## config.mk

```make
export PLATFORM = sky130hd
export DESIGN_NAME = fbws_host
export DESIGN_NICKNAME = d
export VERILOG_FILES = /design/src/hdl/fbws_pkg.sv /design/src/hdl/fbws_cycle_timer.sv /design/src/hdl/fbws_host.sv
export VERILOG_INCLUDE_DIRS = /design/src /design/src/hdl
export SDC_FILE = /design/constraint.sdc
export NUM_CORES = 1
export LEC_CHECK = 0
export BUFFER_PORTS_ARGS = -buffer_cell sky130_fd_sc_hd__clkbuf_2
export CAP_MARGIN = 20
export CORE_MARGIN = 10
export CORE_UTILIZATION = 30
export DETAILED_ROUTE_END_ITERATION = 8
export PLACE_DENSITY_LB_ADDON = 0.3
export SYNTH_ARGS = -nofsm -noshare
export SYNTH_HDL_FRONTEND = slang
export SYNTH_SLANG_ARGS = --single-unit
```

## constraint.sdc

```tcl
create_clock -name core_clk_in -period 2.6 [get_ports core_clk_in]
set_input_delay 0.52 -clock core_clk_in [delete_from_list [all_inputs] [get_ports core_clk_in]]
set_output_delay 0.52 -clock core_clk_in [all_outputs]
set_load 0.01 [all_outputs]
```

## src/hdl/fbws_regs.svh

```systemverilog
// Purpose: Timing counts and field positions for the flash host controller
// Assumes: 200 MHz core clock
// Notes:   Counts are whole cycles
`ifndef FBWS_REGS_SVH
`define FBWS_REGS_SVH
`define FBWS_SETUP_CYC   8'h02
`define FBWS_ACCESS_CYC  8'h18
`define FBWS_FLOAT_CYC   8'h04
`define FBWS_ADDR_W      20
`define FBWS_DATA_W      16
`define FBWS_BYTE_SEL    0
`endif

```

## src/hdl/fbws_pkg.sv

```systemverilog
// Purpose: Types for the flash host controller
// Assumes: Nothing
// Notes:   Timing counts live in fbws_regs.svh
package fbws_pkg;
    typedef enum logic [1:0] {
        FBWS_MODE_BYTE,
        FBWS_MODE_WORD,
        FBWS_MODE_PROG
    } fbws_mode_t;
endpackage

```

## src/hdl/fbws_cycle_timer.sv

```systemverilog
// Purpose: Down counter timing the phases of one flash bus cycle
// Assumes: Load and count come from the same clock
// Notes:   done_out is high while the count is zero
`timescale 1ns/1ps
`include "fbws_regs.svh"
module fbws_cycle_timer (
    // Clock and reset
    input  wire logic       core_clk_in,
    input  wire logic       rst_n_in,
    // Control
    input  wire logic       load_in,
    input  wire logic [7:0] value_in,
    // Status
    output logic            done_out
);
    logic [7:0] count_ff;
    logic [7:0] nxt_count;

    assign nxt_count = load_in ? value_in :
                       (count_ff != 8'h00) ? count_ff - 8'h01 : 8'h00;
    assign done_out  = (count_ff == 8'h00);

    always_ff @(posedge core_clk_in or negedge rst_n_in) begin
        if (!rst_n_in) begin
            count_ff <= 8'h00;
        end else begin
            count_ff <= nxt_count;
        end
    end
endmodule // fbws_cycle_timer

```

## src/hdl/fbws_host.sv

```systemverilog
// Purpose: Host side controller driving a parallel flash through its pins
// Assumes: Pins sampled through two flops; high voltage switched externally
// Notes:   Read only in byte and word modes; program level by request
// Function
// - Select pin held low for the whole cycle; device responds only then
// - Byte mode: top data pin carries the byte address bit
// - Word mode: address input zero is the word address LSB
// - Program level on width pin only while erase/program is asked
`timescale 1ns/1ps
`include "fbws_regs.svh"
module fbws_host #(
    parameter int ADDR_W = `FBWS_ADDR_W
) (
    // Clock and reset
    input  wire logic              core_clk_in,
    input  wire logic              rst_n_in,
    // User request
    input  wire logic              req_in,
    input  wire fbws_pkg::fbws_mode_t mode_in,
    input  wire logic [ADDR_W:0]   addr_in,
    output logic                   busy_out,
    output logic                   rdata_valid_out,
    output logic [15:0]            rdata_out,
    output logic                   prog_level_out,
    // Flash pins
    output logic                   sel_n_out,
    output logic                   gate_n_out,
    output logic                   width_sel_out,
    output logic [ADDR_W-1:0]      addr_pins_out,
    output logic                   top_byte_addr_out,
    output logic                   top_byte_addr_oe_out,
    input  wire logic [14:0]       data_pins_in,
    input  wire logic              top_data_in
);
    import fbws_pkg::*;

    typedef enum logic [1:0] {S_IDLE, S_SETUP, S_ACCESS, S_FLOAT} fbws_st_t;

    fbws_st_t          st_ff;
    fbws_st_t          nxt_st;
    fbws_mode_t        mode_ff;
    logic [15:0]       pin_raw;
    wire [15:0]        pin_sync;
    logic              load;
    logic [7:0]        load_val;
    logic              tdone;
    logic              take;
    logic              cycle_end;
    logic              access_end;
    logic              byte_mode;
    logic              read_mode;
    logic              gate_open;
    logic [15:0]       captured;
    logic              sel_n_ff;
    logic              gate_n_ff;
    logic              width_ff;
    logic              prog_ff;
    logic [ADDR_W-1:0] addr_ff;
    logic              top_ff;
    logic              top_oe_ff;
    logic              valid_ff;
    logic              busy_ff;
    logic [15:0]       rdata_ff;

    fbws_cycle_timer u_timer (
        .core_clk_in (core_clk_in),
        .rst_n_in    (rst_n_in),
        .load_in     (load),
        .value_in    (load_val),
        .done_out    (tdone)
    );

    // Request taken and phase ends
    assign take       = (st_ff == S_IDLE) && req_in;
    assign cycle_end  = (nxt_st == S_IDLE);
    assign access_end = (st_ff == S_ACCESS) && tdone;
    assign byte_mode  = (mode_ff == FBWS_MODE_BYTE);
    assign read_mode  = (mode_ff != FBWS_MODE_PROG);
    assign gate_open  = (nxt_st == S_ACCESS) && read_mode;

    // Next state and timer loads
    always_comb begin
        nxt_st   = st_ff;
        load     = 1'b0;
        load_val = 8'h00;
        case (st_ff)
            S_IDLE: begin
                if (req_in) begin
                    nxt_st   = S_SETUP;
                    load     = 1'b1;
                    load_val = `FBWS_SETUP_CYC;
                end
            end
            S_SETUP: begin
                if (tdone) begin
                    nxt_st   = S_ACCESS;
                    load     = 1'b1;
                    load_val = `FBWS_ACCESS_CYC;
                end
            end
            S_ACCESS: begin
                if (tdone) begin
                    nxt_st   = S_FLOAT;
                    load     = 1'b1;
                    load_val = `FBWS_FLOAT_CYC;
                end
            end
            S_FLOAT: begin
                if (tdone) begin
                    nxt_st = S_IDLE;
                end
            end
            default: nxt_st = S_IDLE;
        endcase
    end

    assign pin_raw = {top_data_in, data_pins_in};

    // Flash answers with no relation to our clock: two flops per bit
    genvar gi;
    generate
        for (gi = 0; gi < 16; gi++) begin : g_sync
            logic s1_ff;
            logic s2_ff;
            always_ff @(posedge core_clk_in or negedge rst_n_in) begin
                if (!rst_n_in) begin
                    s1_ff <= 1'b0;
                    s2_ff <= 1'b0;
                end else begin
                    s1_ff <= pin_raw[gi];
                    s2_ff <= s1_ff;
                end
            end
            assign pin_sync[gi] = s2_ff;
        end
    endgenerate

    // Device already steers the addressed byte onto the low lane
    assign captured = byte_mode ? {8'h00, pin_sync[7:0]} :
                                  pin_sync;

    always_ff @(posedge core_clk_in or negedge rst_n_in) begin
        if (!rst_n_in) begin
            st_ff <= S_IDLE;
        end else begin
            st_ff <= nxt_st;
        end
    end

    // Mode frozen for the whole cycle so a late change cannot tear it
    always_ff @(posedge core_clk_in or negedge rst_n_in) begin
        if (!rst_n_in) begin
            mode_ff <= FBWS_MODE_WORD;
        end else if (take) begin
            mode_ff <= mode_in;
        end
    end

    // Select held low from setup through float
    always_ff @(posedge core_clk_in or negedge rst_n_in) begin
        if (!rst_n_in) begin
            sel_n_ff  <= 1'b1;
            gate_n_ff <= 1'b1;
        end else begin
            sel_n_ff  <= cycle_end;
            gate_n_ff <= !gate_open;
        end
    end

    // Width pin and program level change only between cycles
    always_ff @(posedge core_clk_in or negedge rst_n_in) begin
        if (!rst_n_in) begin
            width_ff <= 1'b1;
            prog_ff  <= 1'b0;
        end else if (take) begin
            width_ff <= (mode_in != FBWS_MODE_BYTE);
            prog_ff  <= (mode_in == FBWS_MODE_PROG);
        end else if (cycle_end) begin
            prog_ff  <= 1'b0;
        end
    end

    always_ff @(posedge core_clk_in or negedge rst_n_in) begin
        if (!rst_n_in) begin
            addr_ff <= '0;
            top_ff  <= 1'b0;
        end else if (take) begin
            addr_ff <= addr_in[ADDR_W:1];
            top_ff  <= addr_in[`FBWS_BYTE_SEL];
        end
    end

    // Shared pin driven in byte mode only, released as the cycle ends
    always_ff @(posedge core_clk_in or negedge rst_n_in) begin
        if (!rst_n_in) begin
            top_oe_ff <= 1'b0;
        end else if (take) begin
            top_oe_ff <= (mode_in == FBWS_MODE_BYTE);
        end else if (cycle_end) begin
            top_oe_ff <= 1'b0;
        end
    end

    // Valid pulses on the same edge that closes the gate
    always_ff @(posedge core_clk_in or negedge rst_n_in) begin
        if (!rst_n_in) begin
            busy_ff  <= 1'b0;
            valid_ff <= 1'b0;
        end else begin
            busy_ff  <= !cycle_end;
            valid_ff <= access_end && read_mode;
        end
    end

    // Last sample before the gate closes, long settled by then
    always_ff @(posedge core_clk_in or negedge rst_n_in) begin
        if (!rst_n_in) begin
            rdata_ff <= 16'h0000;
        end else if (access_end) begin
            rdata_ff <= captured;
        end
    end

    assign sel_n_out            = sel_n_ff;
    assign gate_n_out           = gate_n_ff;
    assign width_sel_out        = width_ff;
    assign prog_level_out       = prog_ff;
    assign addr_pins_out        = addr_ff;
    assign top_byte_addr_out    = top_ff;
    assign top_byte_addr_oe_out = top_oe_ff;
    assign busy_out             = busy_ff;
    assign rdata_valid_out      = valid_ff;
    assign rdata_out            = rdata_ff;
endmodule // fbws_host

```

==> results.toml, run 1 <==
[global_routing]
grt_usage_pct = 9.30
use_met1_pct = 10.4
grt.overflow.total = 0
use_met2_pct = 14.9
antenna_found_initial = 0
grt_use_met3_pct = 3.65
busiest_layer = "met2"
grt_pass1_wl_mm = 10.9
grt_pass1_vias = 2222
grt_max_degree = 47

[logic_synthesis]
synth_top_area_cell = "dfrtp_1"
synth_compound_area_share_pct = 5.21
ys.flop_type = "dfrtp_1"
synth_top_family_by_area = "multiplexers"
synth_edf_count = 0
synth_cells = 215
synth_simple_gate_area_share_pct = 7.82
synth_seq_cells = 88
synth_nets = 263
synth_area_per_cell_um2 = 14.5
synthAdderAreaFrac_pct = 2.41
synth.area.mux_share_pct = 11.2
ys_top_cells_by_area = "dfrtp_1 67%, mux2_2 11%, dfstp_2 3.4%"
synth_area_mm2 = 0.00312
synth_top_area_share_pct = 67.4
yosys_warnings = 0
yosysUniqueCellTypes = 33
synth_xor_xnor_area_share_pct = 1.12
yosysSeqAreaShare_pct = 70.8
async_flop_share_pct = 100

[die]
die_w_um = 122
fp-row-count = 37
die_area_mm2 = 0.0149
initial_core_util_pct = 30.5
die_h_um = 122
pin_count = 86
coreArea_mm2 = 0.0102

[route]
vias_per_cell = 4.28
num_vias = 1930
drt-initial-drc-count = 103
drcViolationCount = 0
antenna_left = 0
routed_wirelength_mm = 6.43
wire_per_inst_um = 14.3
first_pass_iters = 4

[placement]
place_congestion = 0.711
dp_hpwl_mm = 4.81
place_ws_ns = 0.503
port_buffers = 85

[worst_setup_path]
end_kind = "flip-flop"
path_delay_family = "compound AO/OA/AOI/OAI gates"
path_cells = "inv_1, ha_1, nor3b_2, a2111oi_1, a311o_1, or2_4, a31o_1"
timing.critical_path.buf_inv = 1
crit_path_start_kind = "flip-flop"
required_ns = 2.84
worstPathMaxFanout = 6
cp.arrival_ns = 2.35
slowest_stage = "dfrtp_1"
slowest_delay_ns = 0.40
worst-setup-path-type = "flip-flop to flip-flop"

[hold_path]
min_path_type = "input port to async pin"

[clock_tree]
cts_tree = "yes"
clk_transition_reported_paths_ns = 0.09
clock_sinks = 88
post_cts_buffers = 0
clkLatencyLatePin_ns = 0.36
cts_max_level = 3
cts_hold_buf = 0
clockBufferDepth = 2
cts_resized = 0
cts_root_buf = "clkbuf_8"
cts_made_buffers = 9

[layout]
syn_to_final_growth_pct = 26.5
nFillCells = 996
nets = 358
diodes = 0
drive_gt1_share_pct = 46.0

[timing]
relSlewSlack_pct = 60.0
final.setup.tns_ns = 0
fin_crit_ns = 2.11
fin_skew_ns = 0.00939
max_freq_mhz = 474
setup_viol = 0
worstMarginPinSlew_ns = 0.594
post-route-period-util_pct = 81.1
drv_slew = 0
hold_viol = 0
rsz0062_at_grt = "false"
setup_ws_ns = 0.492

[flow_run]
cap_violations = 0

[run_status]
status = "complete, no violations"

[power]
p_per_area_mw_per_mm2 = 622
ir_drop_uv = 287
leakage_nw = 2.00
-- final cells by class --
type                    count  area (um2)  area share [%]
flip-flops and latches     88        2210            55.9
multi-input cells         115         866            21.9
repair buffers             90         465            11.8
well taps                 136         170            4.31
clock buffers              11         151            3.84
clock inverters             5        62.6            1.59
inverters                   6        22.5           0.571
-- metrics by stage --
step	instance area [um2]	util, %	hold WS, ns	power (mW)	instances
after floorplan	3120	-	0.224	1.43	215
after global placement	3730	36.5	0.332	1.49	435
after detailed placement	3730	36.5	0.335	1.49	435
after CTS	3950	38.6	0.165	2.49	451
after global routing	3950	38.6	0.189	2.56	451
final	3950	38.6	0.151	2.45	451
-- per-layer routing --
metal / routed length, um / up-vias
met2: 3140 / 56
met1: 2600 / 941
li1: - / 924
met3: 568 / 9
met5: 0 / -
met4: 117 / 0
-- worst paths after layout --
check                               startpoint           endpoint  slack (ns)  cells after the start
setup / recovery           u_timer.count_ff[0]     prog_level_out        0.49                      7
hold / removal                        rst_n_in    g_sync[7].s1_ff        0.15                      1
setup reg to reg           u_timer.count_ff[0]     prog_level_out        0.49                      7
hold reg to reg                g_sync[9].s1_ff    g_sync[9].s2_ff        0.35                      0
max in group asynchronous             rst_n_in  addr_pins_out[14]        1.66                      2
min in group core_clk_in       data_pins_in[5]    g_sync[5].s1_ff        0.26                      1
-- power breakdown --
| part | internal (mW) | switching, mW |
|---|---|---|
| Combinational | 0.0246 | 0.0353 |
| Clock | 0.502 | 0.493 |
| Sequential | 1.39 | 0.00572 |
-- worst register-to-register path, delay by kind of cell (launching register included) --
kind | cells | cell delay [ns]
buf+inv | 1 | 0.06
simple gates | 2 | 0.62
fa+ha+maj | 1 | 0.17
compound gates | 3 | 0.74
flops | 1 | 0.40
-- cells in the final DEF, fill, tap and decap left out, types with 2 or more instances in the layout --
master	netlist	routed
a31o_1	2	2
a21oi_1	5	5
clkinvlp_4	0	2
nand2_1	24	24
nand2b_1	3	3
xnor2_1	4	4
clkbuf_2	0	84
dfstp_2	4	4
buf_4	0	6
inv_1	6	6
clkbuf_8	0	11
dfrtp_1	84	84
nor2_1	6	6
mux2_2	31	31
nor3_1	3	3
o21ai_0	14	14
ha_1	6	6
-- sequential cells by signal (all words and copies together), names as in the netlist, 2 cells and up --
register and cells:
addr_pins_out 20, g_sync.s1_ff 16, g_sync.s2_ff 16, mode_ff 2
rdata_out 16, st_ff 2, u_timer.count_ff 8
-- cells in the mapped netlist, types with 2 or more instances --
cell and number:
dfstp_2 4, a31o_1 2, ha_1 6, nor3_1 3
clkbuf_1 4, o21ai_0 14, mux2_2 31, nor2_1 6
dfrtp_1 84, nand2b_1 3, xnor2_1 4, inv_1 6
nand2_1 24, a21oi_1 5
-- cells by family after synthesis --
logic type | after synthesis
AO/OA/AOI/OAI | 27
multiplexers | 31
buffers and inverters | 12
adder cells (fa/ha/maj) | 6
flip-flops | 88
XOR/XNOR | 4
AND/OR/NAND/NOR | 47
Note: power is estimated with default switching activity, not from simulation.
==> inputs of run 2 (changes only) <==
clock period = 1.8 ns   (was 2.6 ns; I/O delays follow)
==> run 2 against run 1 <==
Against the previous run:
- maximum frequency is 18% higher
- flip-flop and latch count unchanged
- total power is 37% higher
- count of clock-buffer cells in the layout decreased by 2
- routed wire length rose by 3.2%
- cell count increased by 3.3%
- setup slack worse by 0.47 ns
- critical endpoint is now top_byte_addr_oe_out
- largest power group unchanged
==> results.toml, run 2 (synthesis gave the netlist of run 1 again) <==
[run_status]
status = "complete, no violations"

[placement]
place_congestion = 0.753
dp_hpwl_mm = 4.87
port_buffers = 85
dp.cells = 446

[global_routing]
grt_pass1_wl_mm = 11.0
grt_usage_pct = 9.53
antenna_found_initial = 0
grt.overflow.total = 0
grt_max_degree = 39
grt_pass1_vias = 2153

[worst_setup_path]
cp.arrival_ns = 2.03
worst-setup-path-type = "flip-flop to flip-flop"
crit_path_start_kind = "flip-flop"
end_kind = "flip-flop"
worstPathMaxFanout = 4
path_delay_family = "compound AO/OA/AOI/OAI gates"
timing.critical_path.buf_inv = 0
slowest_stage = "dfrtp_1"
path_cells = "ha_1, nor2_1, a2111oi_2, a311o_1, or2_4, a31o_1"
required_ns = 2.05
slowest_delay_ns = 0.43

[power]
p_total_mw = 3.37
p_per_area_mw_per_mm2 = 823
leakage_nw = 2.08
ir_drop_uv = 389

[route]
routed_wirelength_mm = 6.64
drt-initial-drc-count = 128
num_vias = 1996
first_pass_iters = 4
drcViolationCount = 0
wire_per_inst_um = 14.2
vias_per_cell = 4.28
antenna_left = 0

[layout]
layout.cells.non_filler = 466
largest_register_ff_count = 20
drive_gt1_share_pct = 50.6
nFillCells = 1022
mostFrequentLayoutCells = "84 x dfrtp_1, 84 x clkbuf_2, 31 x mux2_2, 24 x nand2_1, 17 x buf_4"
nets = 373
final_util_pct = 40.0
diodes = 0
syn_to_final_growth_pct = 31.2

[timing]
drv_slew = 0
worstMarginPinSlew_ns = 0.349
fin_crit_ns = 1.78
timing.hold.ws_ns = 0.0913
rsz0062_at_grt = "true"
hold_viol = 0
max_freq_mhz = 562
post-route-period-util_pct = 98.9
relSlewSlack_pct = 76.4
fin_skew_ns = 0.00984
setup_viol = 0
final.setup.tns_ns = 0

[clock_tree]
cts_root_buf = "clkbuf_8"
cts_made_buffers = 9
clock_sinks = 88
cts_max_level = 3
cts_tree = "yes"
clockBufferDepth = 2
clkLatencyLatePin_ns = 0.37
clk_transition_reported_paths_ns = 0.10

[die]
pin_count = 86
coreArea_mm2 = 0.0102
die_w_um = 122
die_area_mm2 = 0.0149
initial_core_util_pct = 30.5
fp-row-count = 37
die_h_um = 122

[hold_path]
min_path_type = "input port to flip-flop"

[flow_run]
cap_violations = 0
run 2: per-layer routing:
| layer | track usage, % | vias up | wire, um |
|---|---|---|---|
| met3 | 4.53 | 11 | 422 |
| met4 | 4.25 | 0 | 128 |
| met2 | 15.3 | 47 | 3370 |
| li1 | - | 948 | - |
| met1 | 10.6 | 990 | 2720 |
| met5 | 0 | - | 0 |
run 2: area by class of cell:
type / count / area [um2] / share of cell area [%]
sequential: 88 / 2210 / 53.9
multi-input combinational: 115 / 898 / 21.9
timing repair buffer: 105 / 618 / 15.1
tap: 136 / 170 / 4.16
clock buffer: 9 / 124 / 3.03
clock inverter: 7 / 53.8 / 1.31
inverter: 6 / 22.5 / 0.550
run 2: through the flow:
stage               area, um2  setup slack [ns]
global placement         3870            0.0139
global route             4090           -0.0797
floorplan                3140           -0.0206
detailed placement       3870           -0.0404
CTS                      4060            0.0108
finish                   4090            0.0197
run 2: timing repair:
item / in CTS / in global routing
endpoints found under the hold margin: 25 / 0
endpoints found under the setup margin: 5 / 15
setup buffers: 1 / 2
resized for setup: 2 / 4
hold buffers: 1 / 0
pin swaps: 3 / 0
cloned: 0 / 0
run 2: worst paths after layout:
path                            startpoint              endpoint  slack, ns  cells after the start
min in group asynchronous         rst_n_in          rdata_out[7]       0.44                      2
hold reg to reg            g_sync[6].s1_ff       g_sync[6].s2_ff       0.35                      0
setup reg to reg                  st_ff[0]  top_byte_addr_oe_out       0.02                      6
setup / recovery                  st_ff[0]  top_byte_addr_oe_out       0.02                      6
max in group asynchronous         rst_n_in      addr_pins_out[2]       0.71                      3
hold / removal             data_pins_in[7]       g_sync[7].s1_ff       0.09                      1
run 2: power by group:
group / total [mW] / switching (mW) / internal [mW]
registers: 2.02 / 0.00792 / 2.01
logic: 0.0911 / 0.0511 / 0.0400
clock network: 1.26 / 0.744 / 0.516
run 2: worst reg2reg max path, stage by stage, from the launching register on:
cell,delay [ns]
dfrtp_1,0.43
ha_1,0.25
nor2_1,0.19
a2111oi_2,0.08
a311o_1,0.30
or2_4,0.25
a31o_1,0.18
==> inputs of run 3 (changes only) <==
GPL_TIMING_DRIVEN = 0   (was default)
==> run 3 against run 2 <==
Against the previous run:
- critical path depth rose by 1
- total power rose by 4.8%
- worst hold slack improved by 0.012 ns
- non-clock buffer count fell by 2
- sequential power barely moved
- largest cell class unchanged
- the flow now finishes with violations (negative setup slack)
- largest power group unchanged
- final area rose by 0.37%
- die area did not move
- critical endpoint is now prog_level_out
- highest routed layer unchanged
- combinational power rose by 0.5%
==> results.toml, run 3 (synthesis gave the netlist of run 1 again) <==
[run_status]
status = "finished, violations left"
violations = "negative setup slack"

[worst_setup_path]
worstPathMaxFanout = 5
rr_startpoint = "st_ff[0]"
path_delay_family = "compound AO/OA/AOI/OAI gates"
startpoint = "st_ff[0]"
slowest_delay_ns = 0.39
path_cells = "inv_2, ha_1, nand2b_1, o31ai_1, a311o_1, or2_4, a31o_1"
r2r_slack_ns = -0.06
timing.critical_path.buf_inv = 1
cp.arrival_ns = 2.10
path_depth = 7
end_kind = "flip-flop"
crit_path_start_kind = "flip-flop"
rr_worst_depth = 7
crit_end = "prog_level_out"
worst-setup-path-type = "flip-flop to flip-flop"
rr_endpoint = "prog_level_out"
slowest_stage = "dfrtp_1"
required_ns = 2.04

[power]
p_per_area_mw_per_mm2 = 860
ir_drop_uv = 308
leakage_nw = 2.08

[layout]
syn_to_final_growth_pct = 31.7
nets = 371
final_common_cell = "clkbuf_2"
diodes = 0
drive_gt1_share_pct = 50.6
final_util_pct = 40.2
nFillCells = 994
mostFrequentLayoutCells = "87 x clkbuf_2, 84 x dfrtp_1, 31 x mux2_2, 23 x nand2_1, 13 x o21ai_0"
largest_register_ff_count = 20

[route]
routed_wirelength_mm = 6.64
vias_per_cell = 4.21
wire_per_inst_um = 14.3
first_pass_iters = 4
drt-initial-drc-count = 58
antenna_left = 0
num_vias = 1954
drcViolationCount = 0

[timing]
rsz0062_at_grt = "true"
setup_ws_ns = -0.0612
post-route-period-util_pct = 103
relSlewSlack_pct = 74.7
worstMarginPinSlew_ns = 0.374
fin_skew_ns = 0.0100
fin_crit_ns = 1.86
max_freq_mhz = 537
drv_slew = 0
setup_viol = 4
hold_viol = 0

[global_routing]
grt_max_degree = 68
grt.overflow.total = 0
grt_usage_pct = 9.27
grt_pass1_vias = 2209
grt_pass1_wl_mm = 10.9
antenna_found_initial = 0

[clock_tree]
cts_max_level = 3
cts_made_buffers = 9
clkLatencyLatePin_ns = 0.35
clockBufferDepth = 2
cts_root_buf = "clkbuf_8"
clk_transition_reported_paths_ns = 0.09
clock_sinks = 88
cts_tree = "yes"

[flow_run]
cap_violations = 0

[placement]
dp_hpwl_mm = 4.76
place_ws_ns = -0.425
place_congestion = 0.758
port_buffers = 85

[hold_path]
hold_start = "data_pins_in[7]"
min_path_type = "input port to flip-flop"

[die]
die_h_um = 122
die_area_mm2 = 0.0149
fp-row-count = 37
die_w_um = 122
pin_count = 86
coreArea_mm2 = 0.0102
initial_core_util_pct = 30.5
[run 3: cell count changes in the layout (fill, tap and decap cells not counted), sizes merged]
cell | previous run | this run
clkbuf | 93 | 98
clkinv | 4 | 2
bufinv | 0 | 1
buf | 20 | 14
[run 3: cell type report]
| cell class | instances | area, um2 | share of cell area (%) |
|---|---|---|---|
| clock buffer | 10 | 138 | 3.35 |
| inverter | 6 | 22.5 | 0.548 |
| sequential | 88 | 2210 | 53.7 |
| multi-input combinational | 115 | 921 | 22.4 |
| tap | 136 | 170 | 4.14 |
| clock inverter | 6 | 72.6 | 1.77 |
| timing repair buffer | 97 | 541 | 13.2 |
| buffer | 6 | 37.5 | 0.914 |
[run 3: worst reg2reg max path, stage by stage (launching register included)]
cell	delay, ns
dfrtp_1	0.39
inv_2	0.08
ha_1	0.28
nand2b_1	0.12
o31ai_1	0.09
a311o_1	0.36
or2_4	0.26
a31o_1	0.18
[run 3: through the flow]
stage	hold WS (ns)	std cells	setup TNS [ns]	cell area (um2)	power (mW)
floorplan	0.0644	215	-0.0411	3140	2.06
global placement	0.332	436	-55.32	3730	2.14
detailed placement	0.310	437	-9.10	3760	2.15
CTS	0.0816	461	-0.264	4060	3.61
global route	0.0697	464	-0.616	4110	3.69
finish	0.103	464	-0.136	4110	3.53
[run 3: power by group]
group	switching, mW	internal, mW	total [mW]
combinational	0.0514	0.0402	0.0916
clock	0.723	0.699	1.42
sequential	0.00799	2.01	2.02
[run 3: timing repair]
item / 4_1_cts / 5_1_grt
buffers inserted: 7 / 3
endpoints found under the hold margin: 21 / 0
resized for setup: 12 / 9
pin swaps: 3 / 2
endpoints found under the setup margin: 50 / 24
hold buffers: 1 / 0
[run 3: metal layers]
metal | track usage, % | up-vias | share of wire [%]
met5 | 0 | - | 0
met4 | 3.58 | 0 | 1.1
met3 | 4.07 | 5 | 6.3
met2 | 15.2 | 47 | 51
met1 | 10.4 | 957 | 42
li1 | - | 945 | -
[run 3: worst min path at each step]
stage                                  end  slack [ns]  cells after the start
after global routing       g_sync[9].s1_ff        0.07                      1
final                      g_sync[7].s1_ff        0.10                      1
after detailed placement      rdata_out[5]        0.31                      1
after global placement     g_sync[4].s2_ff        0.33                      0
after CTS                  g_sync[2].s1_ff        0.08                      1
after floorplan           addr_pins_out[0]        0.06                      0
